### src/pkg/event_status_pkg.sv
// shared constants and types for the event timestamp status block
package event_status_pkg;
    localparam int          UNITS       = 8;
    localparam int          LOST_WIDTH  = 3;
    localparam logic [4:0]  STATUS_ADDR = 5'h1e;
    localparam logic [4:0]  DATA_ADDR   = 5'h1f;
    localparam logic [15:0] STATUS_RESET = 16'h0000;
    localparam int          LOST_LSB    = 8;
    localparam int          LEN_LSB     = 6;
    localparam int          DIR_BIT     = 5;
    localparam int          UNIT_LSB    = 2;
    localparam int          MULT_BIT    = 1;
    localparam int          PRESENT_BIT = 0;
    localparam logic [2:0]  LOST_MAX    = 3'h7;
    localparam int          NS_WIDTH    = 30;
    localparam int          SEC_WIDTH   = 32;

    typedef struct packed {
        logic [15:0] status;
        logic [15:0] ext;
        logic [63:0] stamp;
    } entry_type;

    typedef enum logic [2:0] {
        WORD_EXT    = 3'b000,
        WORD_NS_LO  = 3'b001,
        WORD_NS_HI  = 3'b010,
        WORD_SEC_LO = 3'b011,
        WORD_SEC_HI = 3'b100
    } data_word_type;
endpackage : event_status_pkg

### src/pkg/status_build_if.sv
// carrier between the queue and the status word builder
`timescale 1ns/10ps
interface status_build_if;
    logic [7:0]  detected;
    logic [7:0]  rising;
    logic [23:0] missed;
    logic [63:0] new_stamp;
    logic [63:0] prev_stamp;
    logic [15:0] status;
    logic [15:0] ext;

    modport builder (
        input  detected,
        input  rising,
        input  missed,
        input  new_stamp,
        input  prev_stamp,
        output status,
        output ext
    );
    modport user (
        output detected,
        output rising,
        output missed,
        output new_stamp,
        output prev_stamp,
        input  status,
        input  ext
    );
endinterface : status_build_if

### src/rtl/event_timestamp_status.sv
// event timestamp capture queue with status and event data read ports
`timescale 1ns/10ps
module event_timestamp_status #(
    parameter int DEPTH = 4
) (
    input  wire logic        clock,
    input  wire logic        rst,
    input  wire logic        clock_enable,
    input  wire logic        reg_read,
    input  wire logic [4:0]  reg_addr,
    input  wire logic        capture_valid,
    input  wire logic [7:0]  capture_detected,
    input  wire logic [7:0]  capture_rising,
    input  wire logic [31:0] capture_seconds,
    input  wire logic [29:0] capture_nanoseconds,
    output logic      [15:0] read_data,
    output logic             entry_pending
);
    localparam int PW = (DEPTH > 1) ? $clog2(DEPTH) : 1;
    localparam int CW = $clog2(DEPTH + 1);

    event_status_pkg::entry_type     mem [DEPTH];
    event_status_pkg::entry_type     next_mem [DEPTH];
    event_status_pkg::entry_type     cur;
    event_status_pkg::entry_type     next_cur;
    event_status_pkg::entry_type     new_entry;
    event_status_pkg::data_word_type word_sel;
    event_status_pkg::data_word_type next_word_sel;
    logic [PW-1:0]                   rd_ptr;
    logic [PW-1:0]                   next_rd_ptr;
    logic [PW-1:0]                   wr_ptr;
    logic [PW-1:0]                   next_wr_ptr;
    logic [CW-1:0]                   count;
    logic [CW-1:0]                   next_count;
    logic [63:0]                     prev_stamp;
    logic [63:0]                     next_prev_stamp;
    logic [63:0]                     stamp_in;
    logic [23:0]                     missed;
    logic [15:0]                     next_read_data;
    logic                            next_entry_pending;
    logic                            status_read;
    logic                            data_read;
    logic                            push_try;
    logic                            accept;
    logic                            pop;

    status_build_if sb ();

    status_word_builder u_builder (
        .port (sb.builder)
    );

    assign stamp_in      = {capture_seconds, 2'b00, capture_nanoseconds};
    assign sb.detected   = capture_detected;
    assign sb.rising     = capture_rising;
    assign sb.missed     = missed;
    assign sb.new_stamp  = stamp_in;
    assign sb.prev_stamp = prev_stamp;
    assign new_entry     = '{status: sb.status, ext: sb.ext, stamp: stamp_in};

    // address decode of the management read
    always_comb begin
        status_read = 1'b0;
        data_read   = 1'b0;
        if (reg_read && reg_addr == event_status_pkg::STATUS_ADDR) begin
            status_read = 1'b1;
        end else if (reg_read && reg_addr == event_status_pkg::DATA_ADDR) begin
            data_read = 1'b1;
        end
    end

    assign push_try = capture_valid && capture_detected != 8'h00;
    assign pop      = status_read && count != CW'(0);
    // a full queue still takes a capture when the head leaves in the same cycle
    assign accept   = push_try && (count != CW'(DEPTH) || pop);

    always_comb begin
        next_mem           = mem;
        next_cur           = cur;
        next_rd_ptr        = rd_ptr;
        next_wr_ptr        = wr_ptr;
        next_count         = count;
        next_prev_stamp    = prev_stamp;
        if (accept) begin
            next_mem[wr_ptr] = new_entry;
            next_wr_ptr      = (wr_ptr == PW'(DEPTH - 1)) ? PW'(0) : PW'(wr_ptr + PW'(1));
            next_prev_stamp  = stamp_in;
        end
        if (pop) begin
            next_cur    = mem[rd_ptr];
            next_rd_ptr = (rd_ptr == PW'(DEPTH - 1)) ? PW'(0) : PW'(rd_ptr + PW'(1));
        end else if (status_read) begin
            next_cur = '0;
        end
        if (accept && !pop) begin
            next_count = count + CW'(1);
        end else if (pop && !accept) begin
            next_count = count - CW'(1);
        end
        next_entry_pending = next_count != CW'(0);
    end

    // read port: answer register and data word pointer
    always_comb begin
        next_word_sel  = word_sel;
        next_read_data = read_data;
        if (status_read) begin
            next_read_data = next_cur.status;
            next_word_sel  = next_cur.status[event_status_pkg::MULT_BIT] ? event_status_pkg::WORD_EXT
                                                                          : event_status_pkg::WORD_NS_LO;
        end else if (data_read) begin
            // fixed word order, wraps to the low word
            case (word_sel)
                event_status_pkg::WORD_EXT: begin
                    next_read_data = cur.ext;
                    next_word_sel  = event_status_pkg::WORD_NS_LO;
                end
                event_status_pkg::WORD_NS_LO: begin
                    next_read_data = cur.stamp[15:0];
                    next_word_sel  = event_status_pkg::WORD_NS_HI;
                end
                event_status_pkg::WORD_NS_HI: begin
                    next_read_data = cur.stamp[31:16];
                    next_word_sel  = event_status_pkg::WORD_SEC_LO;
                end
                event_status_pkg::WORD_SEC_LO: begin
                    next_read_data = cur.stamp[47:32];
                    next_word_sel  = event_status_pkg::WORD_SEC_HI;
                end
                default: begin
                    next_read_data = cur.stamp[63:48];
                    next_word_sel  = event_status_pkg::WORD_NS_LO;
                end
            endcase
        end else if (reg_read) begin
            // other addresses belong elsewhere; answer zero
            next_read_data = 16'h0000;
        end
    end

    always_ff @(posedge clock) begin
        if (rst) begin
            for (int i = 0; i < DEPTH; i++) begin
                mem[i] <= '0;
            end
            cur           <= '0;
            rd_ptr        <= '0;
            wr_ptr        <= '0;
            count         <= '0;
            prev_stamp    <= 64'h0;
            entry_pending <= 1'b0;
        end else if (clock_enable) begin
            mem           <= next_mem;
            cur           <= next_cur;
            rd_ptr        <= next_rd_ptr;
            wr_ptr        <= next_wr_ptr;
            count         <= next_count;
            prev_stamp    <= next_prev_stamp;
            entry_pending <= next_entry_pending;
        end
    end

    always_ff @(posedge clock) begin
        if (rst) begin
            word_sel  <= event_status_pkg::WORD_NS_LO;
            read_data <= event_status_pkg::STATUS_RESET;
        end else if (clock_enable) begin
            word_sel  <= next_word_sel;
            read_data <= next_read_data;
        end
    end

    generate
        for (genvar u = 0; u < event_status_pkg::UNITS; u++) begin : g_lost
            logic [event_status_pkg::LOST_WIDTH-1:0] lost;
            logic [event_status_pkg::LOST_WIDTH-1:0] next_lost;

            always_comb begin
                next_lost = lost;
                if (push_try && capture_detected[u]) begin
                    if (accept) begin
                        // only the reported unit's count reaches the accepted entry; start over anyway
                        next_lost = '0;
                    end else if (lost != event_status_pkg::LOST_MAX) begin
                        // saturates; seven means seven or more
                        next_lost = lost + 3'h1;
                    end
                end
            end

            always_ff @(posedge clock) begin
                if (rst) begin
                    lost <= '0;
                end else if (clock_enable) begin
                    lost <= next_lost;
                end
            end

            assign missed[event_status_pkg::LOST_WIDTH*u +: event_status_pkg::LOST_WIDTH] = lost;
        end
    endgenerate
endmodule : event_timestamp_status

### src/rtl/status_word_builder.sv
// builds the status word and extended per-unit word of one capture
`timescale 1ns/10ps
module status_word_builder (
    status_build_if.builder port
);
    logic [2:0] low_det;
    logic [2:0] low_lost;
    logic       any_lost;
    logic [2:0] sel;
    logic [1:0] length;

    genvar g;
    generate
        for (g = 0; g < event_status_pkg::UNITS; g++) begin : g_unit
            assign port.ext[2*g]   = port.detected[g];
            assign port.ext[2*g+1] = port.detected[g] & port.rising[g];
        end
    endgenerate

    always_comb begin
        low_det  = 3'h0;
        low_lost = 3'h0;
        any_lost = 1'b0;
        for (int i = event_status_pkg::UNITS - 1; i >= 0; i--) begin
            if (port.detected[i]) begin
                low_det = 3'(i);
            end
            if (port.detected[i] && port.missed[3*i +: 3] != 3'h0) begin
                low_lost = 3'(i);
                any_lost = 1'b1;
            end
        end
        sel = any_lost ? low_lost : low_det;
        // highest changed word, counted from the low end
        if (port.new_stamp[63:48] != port.prev_stamp[63:48]) begin
            length = 2'h3;
        end else if (port.new_stamp[47:32] != port.prev_stamp[47:32]) begin
            length = 2'h2;
        end else if (port.new_stamp[31:16] != port.prev_stamp[31:16]) begin
            length = 2'h1;
        end else begin
            length = 2'h0;
        end
        port.status = event_status_pkg::STATUS_RESET;
        // loss count of the reported unit
        port.status[event_status_pkg::LOST_LSB +: 3] = port.missed[3*sel +: 3];
        port.status[event_status_pkg::LEN_LSB +: 2] = length;
        port.status[event_status_pkg::DIR_BIT] = port.rising[sel];
        port.status[event_status_pkg::UNIT_LSB +: 3] = sel;
        port.status[event_status_pkg::MULT_BIT] = (port.detected & (port.detected - 8'h01)) != 8'h00;
        port.status[event_status_pkg::PRESENT_BIT] = |port.detected;
    end
endmodule : status_word_builder

### config.mk
export PLATFORM = sky130hd
export DESIGN_NAME = event_timestamp_status
export DESIGN_NICKNAME = d
export VERILOG_FILES = /design/src/pkg/event_status_pkg.sv /design/src/pkg/status_build_if.sv /design/src/rtl/event_timestamp_status.sv /design/src/rtl/status_word_builder.sv
export SDC_FILE = /design/constraint.sdc
export NUM_CORES = 1
export LEC_CHECK = 0
export BUFFER_PORTS_ARGS = -buffer_cell sky130_fd_sc_hd__buf_2
export CAP_MARGIN = 10
export CORE_ASPECT_RATIO = 1.1
export CORE_MARGIN = 4
export CORE_UTILIZATION = 40
export DETAILED_ROUTE_END_ITERATION = 10
export SLEW_MARGIN = 15
export SYNTH_ARGS = -nofsm -noshare
export SYNTH_HDL_FRONTEND = slang
export SYNTH_SLANG_ARGS = --single-unit
export TNS_END_PERCENT = 100
### constraint.sdc
create_clock -name clock -period 2.9 [get_ports clock]
set_input_delay 0.145 -clock clock [delete_from_list [all_inputs] [get_ports clock]]
set_output_delay 0.145 -clock clock [all_outputs]
set_load 0.05 [all_outputs]
After elaboration in Yosys (flattened, before gate mapping)
Cells that the tools add are included.
- input bits: 88
- register bits after elaboration: 593
- output and inout bits: 17
- multiply operators: 1
- bitwise gates (word level): 11
- order comparisons: 4
- reductions and logical operators: 65
- equal/unequal tests: 19
- shift operators: 1
- muxes and demuxes: 69
- $add $sub $neg: 13
- operators by type and width (cell ; number):
    $mux 96 ; 5
    $bwmux 384 ; 1
    $bmux 96 s2 ; 1
    $demux 96 s2 ; 1
    $mux 3 ; 37
    $pmux 16 s4 ; 1
    $mux 16 ; 3
    $reduce_bool 3->1 ; 11
    $ne 16x16->1 ; 2
    $add 3x1->3 const B ; 9
    $ne 3x3->1 const B ; 9
    $logic_and 1x1->1 ; 24
    $reduce_and 3->1 ; 8
    $shiftx 24x6->3 ; 1
    $reduce_bool 2->1 ; 10
    $reduce_bool 8->1 ; 2
    $mux 1 ; 14
    $ne 14x14->1 ; 1
    $eq 5x5->1 const B ; 2
    $reduce_and 2->1 ; 5
    $pmux 3 s3 ; 1
    $and 1x1->1 ; 8
    $and 8x8->8 ; 1
    $mux 2 ; 4
    16 further kinds ; 22

Depth between registers and ports, before layout
Gate-level depths: netlist of the first run.
- depth after elaboration: 14
- mapped depth: 12

Hierarchy
From an unflattened synthesis of the first run, not the netlist that was laid out.
- cell total of the unflattened synthesis: 2874
- area, all modules: 24524.8 sq um
- modules (own cells, without submodules) (module ; instances ; cells each ; area an instance (sq um)):
    event_timestamp_status ; 1 ; 2666 ; 23099.7
    status_word_builder ; 1 ; 208 ; 1425.1

Worst setup path after synthesis of the first run
Ideal clock, no wire load.
- path type: reg2reg
- start: register g_lost[4].lost[0] (netlist bit)
- end: register mem[88] (netlist bit)
- required time: 2.783 ns
- cell stages (with the launch flop): 12
- library setup time: 0.117 ns
- clock period less this slack: 2.523 ns
- setup slack: 0.377 ns
- arrival: 2.406 ns
- cell sequence: dfxtp_1 > inv_1 > ha_1 > nand2b_1 > a22oi_1 > nand2_1 > or4_1 > and2_1 > clkbuf_1 > mux2i_1 > mux2_2 > a22o_1
- word-level cells in the longest chain between the ends: 11
- ends and longest elaborated chain (element ; RTL line ; RTL):
    start: declaration ; event_timestamp_status.sv:175 ; logic [event_status_pkg::LOST_WIDTH-1:0] lost;
    start signal: assignment ; event_timestamp_status.sv:195 ; lost <= next_lost;
    $reduce_bool 3->1 ; status_word_builder.sv:28 ; if (port.detected[i] && port.missed[3*i +: 3] != 3'h0) begin
    $logic_and 1x1->1 ; status_word_builder.sv:28 ;
    $mux 3 or $mux 1 (tied branches) (5 in series) ; status_word_builder.sv:28 ;
    $mux 3 ; status_word_builder.sv:33 ; sel = any_lost ? low_lost : low_det;
    $mul 2x3->5 ; status_word_builder.sv:46 ; port.status[event_status_pkg::LOST_LSB +: 3] = port.missed[3*sel +: 3];
    $shiftx 24x6->3 * ; status_word_builder.sv:46 ;
    $bwmux 384 * ; event_timestamp_status.sv:85 ; next_mem[wr_ptr] = new_entry;
    end signal: assignment ; event_timestamp_status.sv:153 ; mem <= next_mem;
    end: declaration ; event_timestamp_status.sv:22 ; event_status_pkg::entry_type mem [DEPTH];
Every way passes the cells marked *; elsewhere a longest branch is shown, timed or not.
A chain may end at the register's enable or synchronous reset.

Worst setup path in the final report of the first run
- start: register g_lost[6].lost[0] (netlist bit)
- end: register mem[282] (netlist bit)
- word-level cells in the longest chain between the ends: 13
- ends and longest elaborated chain (element ; RTL line):
    start: declaration ; event_timestamp_status.sv:175
    start signal: assignment ; event_timestamp_status.sv:195
    $reduce_bool 3->1 ; status_word_builder.sv:28
    $logic_and 1x1->1 ; status_word_builder.sv:28
    $mux 3 or $mux 1 (tied branches) (7 in series) ; status_word_builder.sv:28
    $mux 3 ; status_word_builder.sv:33
    $mul 2x3->5 ; status_word_builder.sv:46
    $shiftx 24x6->3 * ; status_word_builder.sv:46
    $bwmux 384 * ; event_timestamp_status.sv:85
Marked as above.

==> results of run 1 <==
what timing repair did:
action                                 CTS  global route
endpoints found under the hold margin  333             0
hold buffers                            78             0
gates resized for setup                  0             0
path summary, 6_finish.rpt:
path	start	endpoint	slack, ns
worst max register to register	g_lost[6].lost[0]$_SDFFE_PP0P_	mem[282]$_SDFFE_PP0P_	0.17
worst max-delay path	g_lost[6].lost[0]$_SDFFE_PP0P_	mem[282]$_SDFFE_PP0P_	0.17
worst min register to register	mem[67]$_SDFFE_PP0P_	mem[67]$_SDFFE_PP0P_	0.45
worst min-delay path	capture_detected[3]	mem[358]$_SDFFE_PP0P_	0.03
cell type report:
type | instances | area share
tap | 736 | 0.0349
multi-input combinational | 1724 | 0.410
clock inverter | 14 | 0.00608
timing repair buffer | 243 | 0.0804
clock buffer | 83 | 0.0615
sequential | 531 | 0.404
inverter | 26 | 0.00370
cell usage after synthesis, types with 10 or more instances:
cell type / number
dfxtp_1: 531
mux2i_1: 21
nand2_1: 592
a211oi_1: 33
nor3_1: 25
clkbuf_1: 149
a22oi_1: 94
nand3_1: 22
buf_2: 46
nor4_1: 11
a22o_1: 72
o21ai_1: 16
inv_1: 26
ha_1: 32
a21oi_1: 320
xor2_1: 42
nand2b_1: 10
o21ai_0: 16
nor2_1: 232
mux4_2: 103
power by group through the flow:
stage	Sequential, mW	Clock, mW	Combinational [mW]
after floorplan	7.71	0	0.699
after global placement	7.69	0	1.18
after detailed placement	7.70	0	1.20
after CTS	7.53	7.16	1.29
after global routing	7.55	7.41	1.41
final	7.54	7.01	1.29
sequential cells by signal, indices dropped and copies added (netlist names):
register       cells
cur               78
read_data         16
wr_ptr             2
count              3
g_lost.lost       24
prev_stamp        46
entry_pending      1
word_sel           3
rd_ptr             2
mem              356
worst max-delay path, stage by stage (launching register included):
cell	delay, ns
dfxtp_1	0.34
inv_1	0.09
ha_1	0.15
nand2b_1	0.07
a22oi_1	0.32
nand2_1	0.12
or4_1	0.49
and2_1	0.27
o21a_1	0.16
a32oi_1	0.43
a211oi_1	0.15
metal layers:
metal	share of wire	global-route usage	up-vias
li1	-	-	8781
met4	0.033	0.0751	4
met5	0.00040	0	-
met1	0.42	0.280	8935
met3	0.051	0.0258	114
met2	0.49	0.366	544
stage by stage:
| step | area [sq um] | setup slack [ns] | total power, mW |
|---|---|---|---|
| floorplan | 22300 | 0.377 | 8.41 |
| CTS | 26400 | 0.145 | 16.0 |
| detailed placement | 23800 | 0.161 | 8.90 |
| finish | 26400 | 0.171 | 15.8 |
| global route | 26400 | 0.0113 | 16.4 |
| global placement | 23800 | 0.227 | 8.87 |
logic make-up (layout without fill, tap and decap cells):
family | Yosys count | count (layout) | share of synthesized area
simple gates | 929 | 929 | 0.166
compound gates | 580 | 580 | 0.161
flops | 531 | 531 | 0.476
buf+inv | 230 | 366 | 0.0421
mux | 132 | 132 | 0.117
xor+xnor | 49 | 49 | 0.0192
fa+ha+maj | 34 | 34 | 0.0188
==> run_results.csv, run 1 <==
group,metric,value,unit
timing,period_needed,2.73,ns
timing,fin_setup_tns,0,ns
logic_synthesis,netlist_area,22300,sq um
hold_path,hold_depth,4,
detailed_routing,wl_per_cell,19.5,um
clock_network,clock_path_buffers,3,
finish,syn2layout_area_growth,18.0,%
logic_synthesis,async_flop_share,0,
detailed_routing,drc_errors,0,
setup_path,crit_fanout,8,
power_and_ir_drop,pwr-share-clk,0.443,
logic_synthesis,synth_top_area_cell,"dfxtp_1",
detailed_routing,routed_via_density,5.47,
finish,final_util,0.479,
finish,drive_above_1_share,0.143,
logic_synthesis,synth_top_flop_cell,"dfxtp_1",
global_route,grt_util_all_layers,0.214,
detailed_routing,drt_iter0_markers,1272,
die,io_pins,105,
power_and_ir_drop,combPwrFrac,0.082,
power_and_ir_drop,power.leakage,9.46,nW
logic_synthesis,synthCells,2485,
power_and_ir_drop,ir_worst_vdd,0.492,mV
setup_path,critical_path_arrival,3.18,ns
setup_path,cp-end-kind,"flop",
clock_network,path_clk_slew,0.06,ns
global_route,grt_max_degree,96,
logic_synthesis,yosysUniqueCellTypes,50,
timing,fin_hold_ws,0.0339,ns
die,coreArea,55100,sq um
finish,multi_input_comb_area,10800,sq um
finish,seqCellArea,10600,sq um
power_and_ir_drop,p_int,12.0,mW
status,status,"complete, no violations",
place,dp.cells,3182,
finish,antenna-diode-count,0,
logic_synthesis,syn_area_per_cell,8.98,sq um
logic_synthesis,synth_nets,2605,
finish,fillers,5159,
finish,final_common_cell,"nand2_1",
setup_path,setup.worst_path.class,"reg2reg",
setup_path,cp.required,3.35,ns
clock_network,cts_sinks,531,
finish,nets,2700,
setup_path,rr_worst_depth,10,
logic_synthesis,netlist.area_leader.share,0.476,
detailed_routing,antenna_left,0,
die,die_w,233,um
die,rows,90,
place,dpl.hpwl,42400,um
place,routabilityCongestion,0.843,
logic_synthesis,ys_seq_area_frac,0.476,
logic_synthesis,synth_edf_count,0,
timing,skew,0.0145,ns
timing,timing.fmax,366,MHz
die,die_h,256,um
place,io_buffer_count,104,
hold_path,hold_path.class,"in2reg",
power_and_ir_drop,p_per_area,601,nW/um^2
timing,worst_pin_slew,0.841,ns
detailed_routing,wl,65600,um
clock_network,cts_root_buf,"clkbuf_16",
detailed_routing,dr.pass1.iters,7,
timing,slew_viol_final,0,
clock_network,cts_buffers,54,
power_and_ir_drop,power_switching,3.82,mW
finish,final_cell_mix,"591 x nand2_1, 529 x dfxtp_1, 320 x a21oi_1",
global_route,overflow,0,
timing,rsz0062_at_grt,"false",
clock_network,htreeDepth,2,
timing,slew_headroom,0.439,
logic_synthesis,ys_warn_count,0,
detailed_routing,vias,18400,
global_route,grt_pass1_vias,17900,
die,start_util,0.405,
logic_synthesis,synthTopCellsByArea,"dfxtp_1 48%, mux4_2 10%, nand2_1 10%",
clock_network,cts_setup_buffers,0,
clock_network,cts_tree,"yes",
run,drv_cap,0,
die,dieArea,59700,sq um
global_route,grt_antenna_before_repair,2,
timing,finalHoldViolations,0,
setup_path,crit_path_start_kind,"flop",
global_route,grt_pass1_wl,102000,um
clock_network,clk_latency,0.60,ns
power_and_ir_drop,seqPwrFrac,0.476,
timing,setup_viol,0,
finish,final_cells,3357,
power_and_ir_drop,netSwitchingFraction,0.241,
timing,fin_crit_sh,0.941,
logic_synthesis,ys_seq_elements,531,
Power figures use the tool's default switching activity.
==> inputs of run 2 (changes only) <==
==> constraint.sdc (replaced) <==
create_clock -name clock -period 2.9 [get_ports clock]
set_input_delay 0.58 -clock clock [delete_from_list [all_inputs] [get_ports clock]]
set_output_delay 0.58 -clock clock [all_outputs]
set_load 0.05 [all_outputs]
==> run 2 against run 1 <==
Against the previous run:
- global-route usage fell by 0.23 points
- cell area fell by 1.2%
- critical path depth rose by 2
- worst setup slack improved by 0.049 ns
- non-clock buffer count fell by 44
- clock skew barely moved
- largest power group unchanged
==> run_results.csv, run 2 (same netlist as run 1, synthesis figures left out) <==
group,metric,value,unit
place,io_buffer_count,104,
clock_network,clock_path_buffers,3,
timing,rsz0062_at_grt,"false",
detailed_routing,dr.pass1.iters,5,
power_and_ir_drop,p_per_area,613,nW/um^2
power_and_ir_drop,p_int,12.2,mW
clock_network,cts_root_buf,"clkbuf_16",
power_and_ir_drop,ir_worst_vdd,0.399,mV
setup_path,cp_num_buf_inv,3,
setup_path,critPathTopFamily,"compound AO/OA/AOI/OAI gates",
clock_network,cts_hold_buf,0,
setup_path,crit_fanout,9,
die,dieArea,59700,sq um
timing,slew_headroom,0.409,
power_and_ir_drop,pwr-share-clk,0.448,
clock_network,cts_tree,"yes",
power_and_ir_drop,netSwitchingFraction,0.238,
clock_network,cts_setup_buffers,0,
detailed_routing,wl,65000,um
timing,period_needed,2.68,ns
setup_path,critPathMaxStageDelay,0.42,ns
finish,top_register,"mem",
die,coreArea,55100,sq um
timing,fin_hold_ws,0.242,ns
global_route,grt_pass1_vias,17700,
setup_path,critical_path_arrival,3.23,ns
place,dpl.hpwl,43800,um
finish,drive_above_1_share,0.160,
timing,slew_viol_final,0,
finish,final_area,26000,sq um
clock_network,htreeDepth,2,
clock_network,clk_latency,0.61,ns
detailed_routing,wl_per_cell,19.6,um
power_and_ir_drop,combPwrFrac,0.080,
place,pre_cts_slack,-0.0269,ns
timing,finalHoldViolations,0,
timing,skew,0.0147,ns
power_and_ir_drop,power,16.0,mW
clock_network,path_clk_slew,0.06,ns
setup_path,cp.required,3.45,ns
timing,setup_viol,0,
die,io_pins,105,
timing,worst_pin_slew,0.887,ns
finish,nets,2656,
finish,final_cell_mix,"591 x nand2_1, 529 x dfxtp_1, 320 x a21oi_1",
run,drv_cap,0,
finish,final_common_cell,"nand2_1",
timing,timing.fmax,373,MHz
detailed_routing,drt_iter0_markers,1604,
setup_path,cp-end-kind,"flop",
die,die_h,256,um
die,start_util,0.405,
detailed_routing,antenna_left,0,
die,rows,90,
global_route,grt_max_degree,112,
clock_network,cts_buffers,54,
finish,top_regs,"mem x356, cur x78, prev_stamp x46",
finish,largest_reg_flops,356,
hold_path,hold_path.class,"in2reg",
die,die_w,233,um
place,place_area,24200,sq um
detailed_routing,vias,18200,
setup_path,crit_path_top_delay_cell,"o22ai_1",
setup_path,crit_path_start_kind,"flop",
detailed_routing,routed_via_density,5.47,
power_and_ir_drop,power_switching,3.80,mW
timing,fin_crit_sh,0.924,
clock_network,ctsResizeCount,0,
global_route,grt_antenna_before_repair,4,
finish,syn2layout_area_growth,16.6,%
finish,final_cells,3316,
status,status,"complete, no violations",
power_and_ir_drop,power.leakage,9.38,nW
place,routabilityCongestion,0.860,
timing,setup_slack,0.220,ns
detailed_routing,drc_errors,0,
clock_network,cts_sinks,531,
global_route,grt_pass1_wl,101000,um
global_route,grt_util_all_layers,0.212,
power_and_ir_drop,seqPwrFrac,0.472,
place,dp.cells,3216,
setup_path,crit_chain,"inv_1, ha_1, nand2b_1, a22oi_1, buf_4, o211ai_1, and3_1, buf_4, mux2i_1, mux2_2, o22ai_1, o21a_1",
setup_path,setup.worst_path.class,"reg2reg",
setup_path,path_common_cell,"buf_4",
global_route,overflow,0,
==> run 2: cell types whose count changed in the layout (fill, tap and decap cells not counted) <==
cell | before | now
clkbuf_1 | 14 | 12
buf_12 | 28 | 40
dlygate4sd3_1 | 78 | 0
clkbuf_8 | 14 | 17
bufinv_16 | 3 | 4
clkinv_4 | 1 | 0
clkinvlp_4 | 3 | 2
buf_4 | 33 | 55
clkinv_2 | 6 | 8
diode_2 | 0 | 1
==> run 2: through the flow <==
stage,setup TNS (ns),utilization
floorplan,0,-
global placement,-0.496,0.439
detailed placement,-0.444,0.439
CTS,0,0.473
global route,0,0.473
finish,0,0.473
==> run 2: per-layer routing <==
| layer | vias to the layer above | routed length [um] | track usage |
|---|---|---|---|
| met5 | - | 41 | 0 |
| met4 | 6 | 2330 | 0.0784 |
| met3 | 128 | 3790 | 0.0398 |
| met2 | 492 | 31300 | 0.352 |
| met1 | 8811 | 27500 | 0.275 |
| li1 | 8714 | - | - |
==> run 2: worst register-to-register path: stages, from the launching register on <==
cell	delay (ns)
dfxtp_1	0.34
inv_1	0.09
ha_1	0.15
nand2b_1	0.07
a22oi_1	0.25
buf_4	0.17
o211ai_1	0.09
and3_1	0.22
buf_4	0.19
mux2i_1	0.14
mux2_2	0.28
o22ai_1	0.42
o21a_1	0.20
==> run 2: power by group through the flow <==
stage	logic, mW	clock network [mW]	registers (mW)
3_3_place_gp	1.24	0	7.69
6_report	1.27	7.16	7.54
3_5_place_dp	1.27	0	7.70
4_1_cts	1.27	7.30	7.54
5_1_grt	1.38	7.58	7.55
2_1_floorplan	0.699	0	7.71
==> run 2: layout make-up <==
type,instances,area (sq um)
Clock buffer,84,1660
Timing Repair Buffer,199,1740
Multi-Input combinational cell,1724,10800
Antenna cell,1,2.50
Fill cell,5131,29000
Sequential cell,531,10600
Tap cell,736,921
Clock inverter,15,184
Inverter,26,97.6
==> run 2: final timing paths <==
check,slack [ns],start,cells past startpoint,to
worst min register to register,0.44,mem[82]$_SDFFE_PP0P_,2,mem[82]$_SDFFE_PP0P_
worst max-delay path,0.22,g_lost[6].lost[0]$_SDFFE_PP0P_,12,mem[185]$_SDFFE_PP0P_
worst max register to register,0.22,g_lost[6].lost[0]$_SDFFE_PP0P_,12,mem[185]$_SDFFE_PP0P_
worst min-delay path,0.24,capture_nanoseconds[13],2,mem[13]$_SDFFE_PP0P_
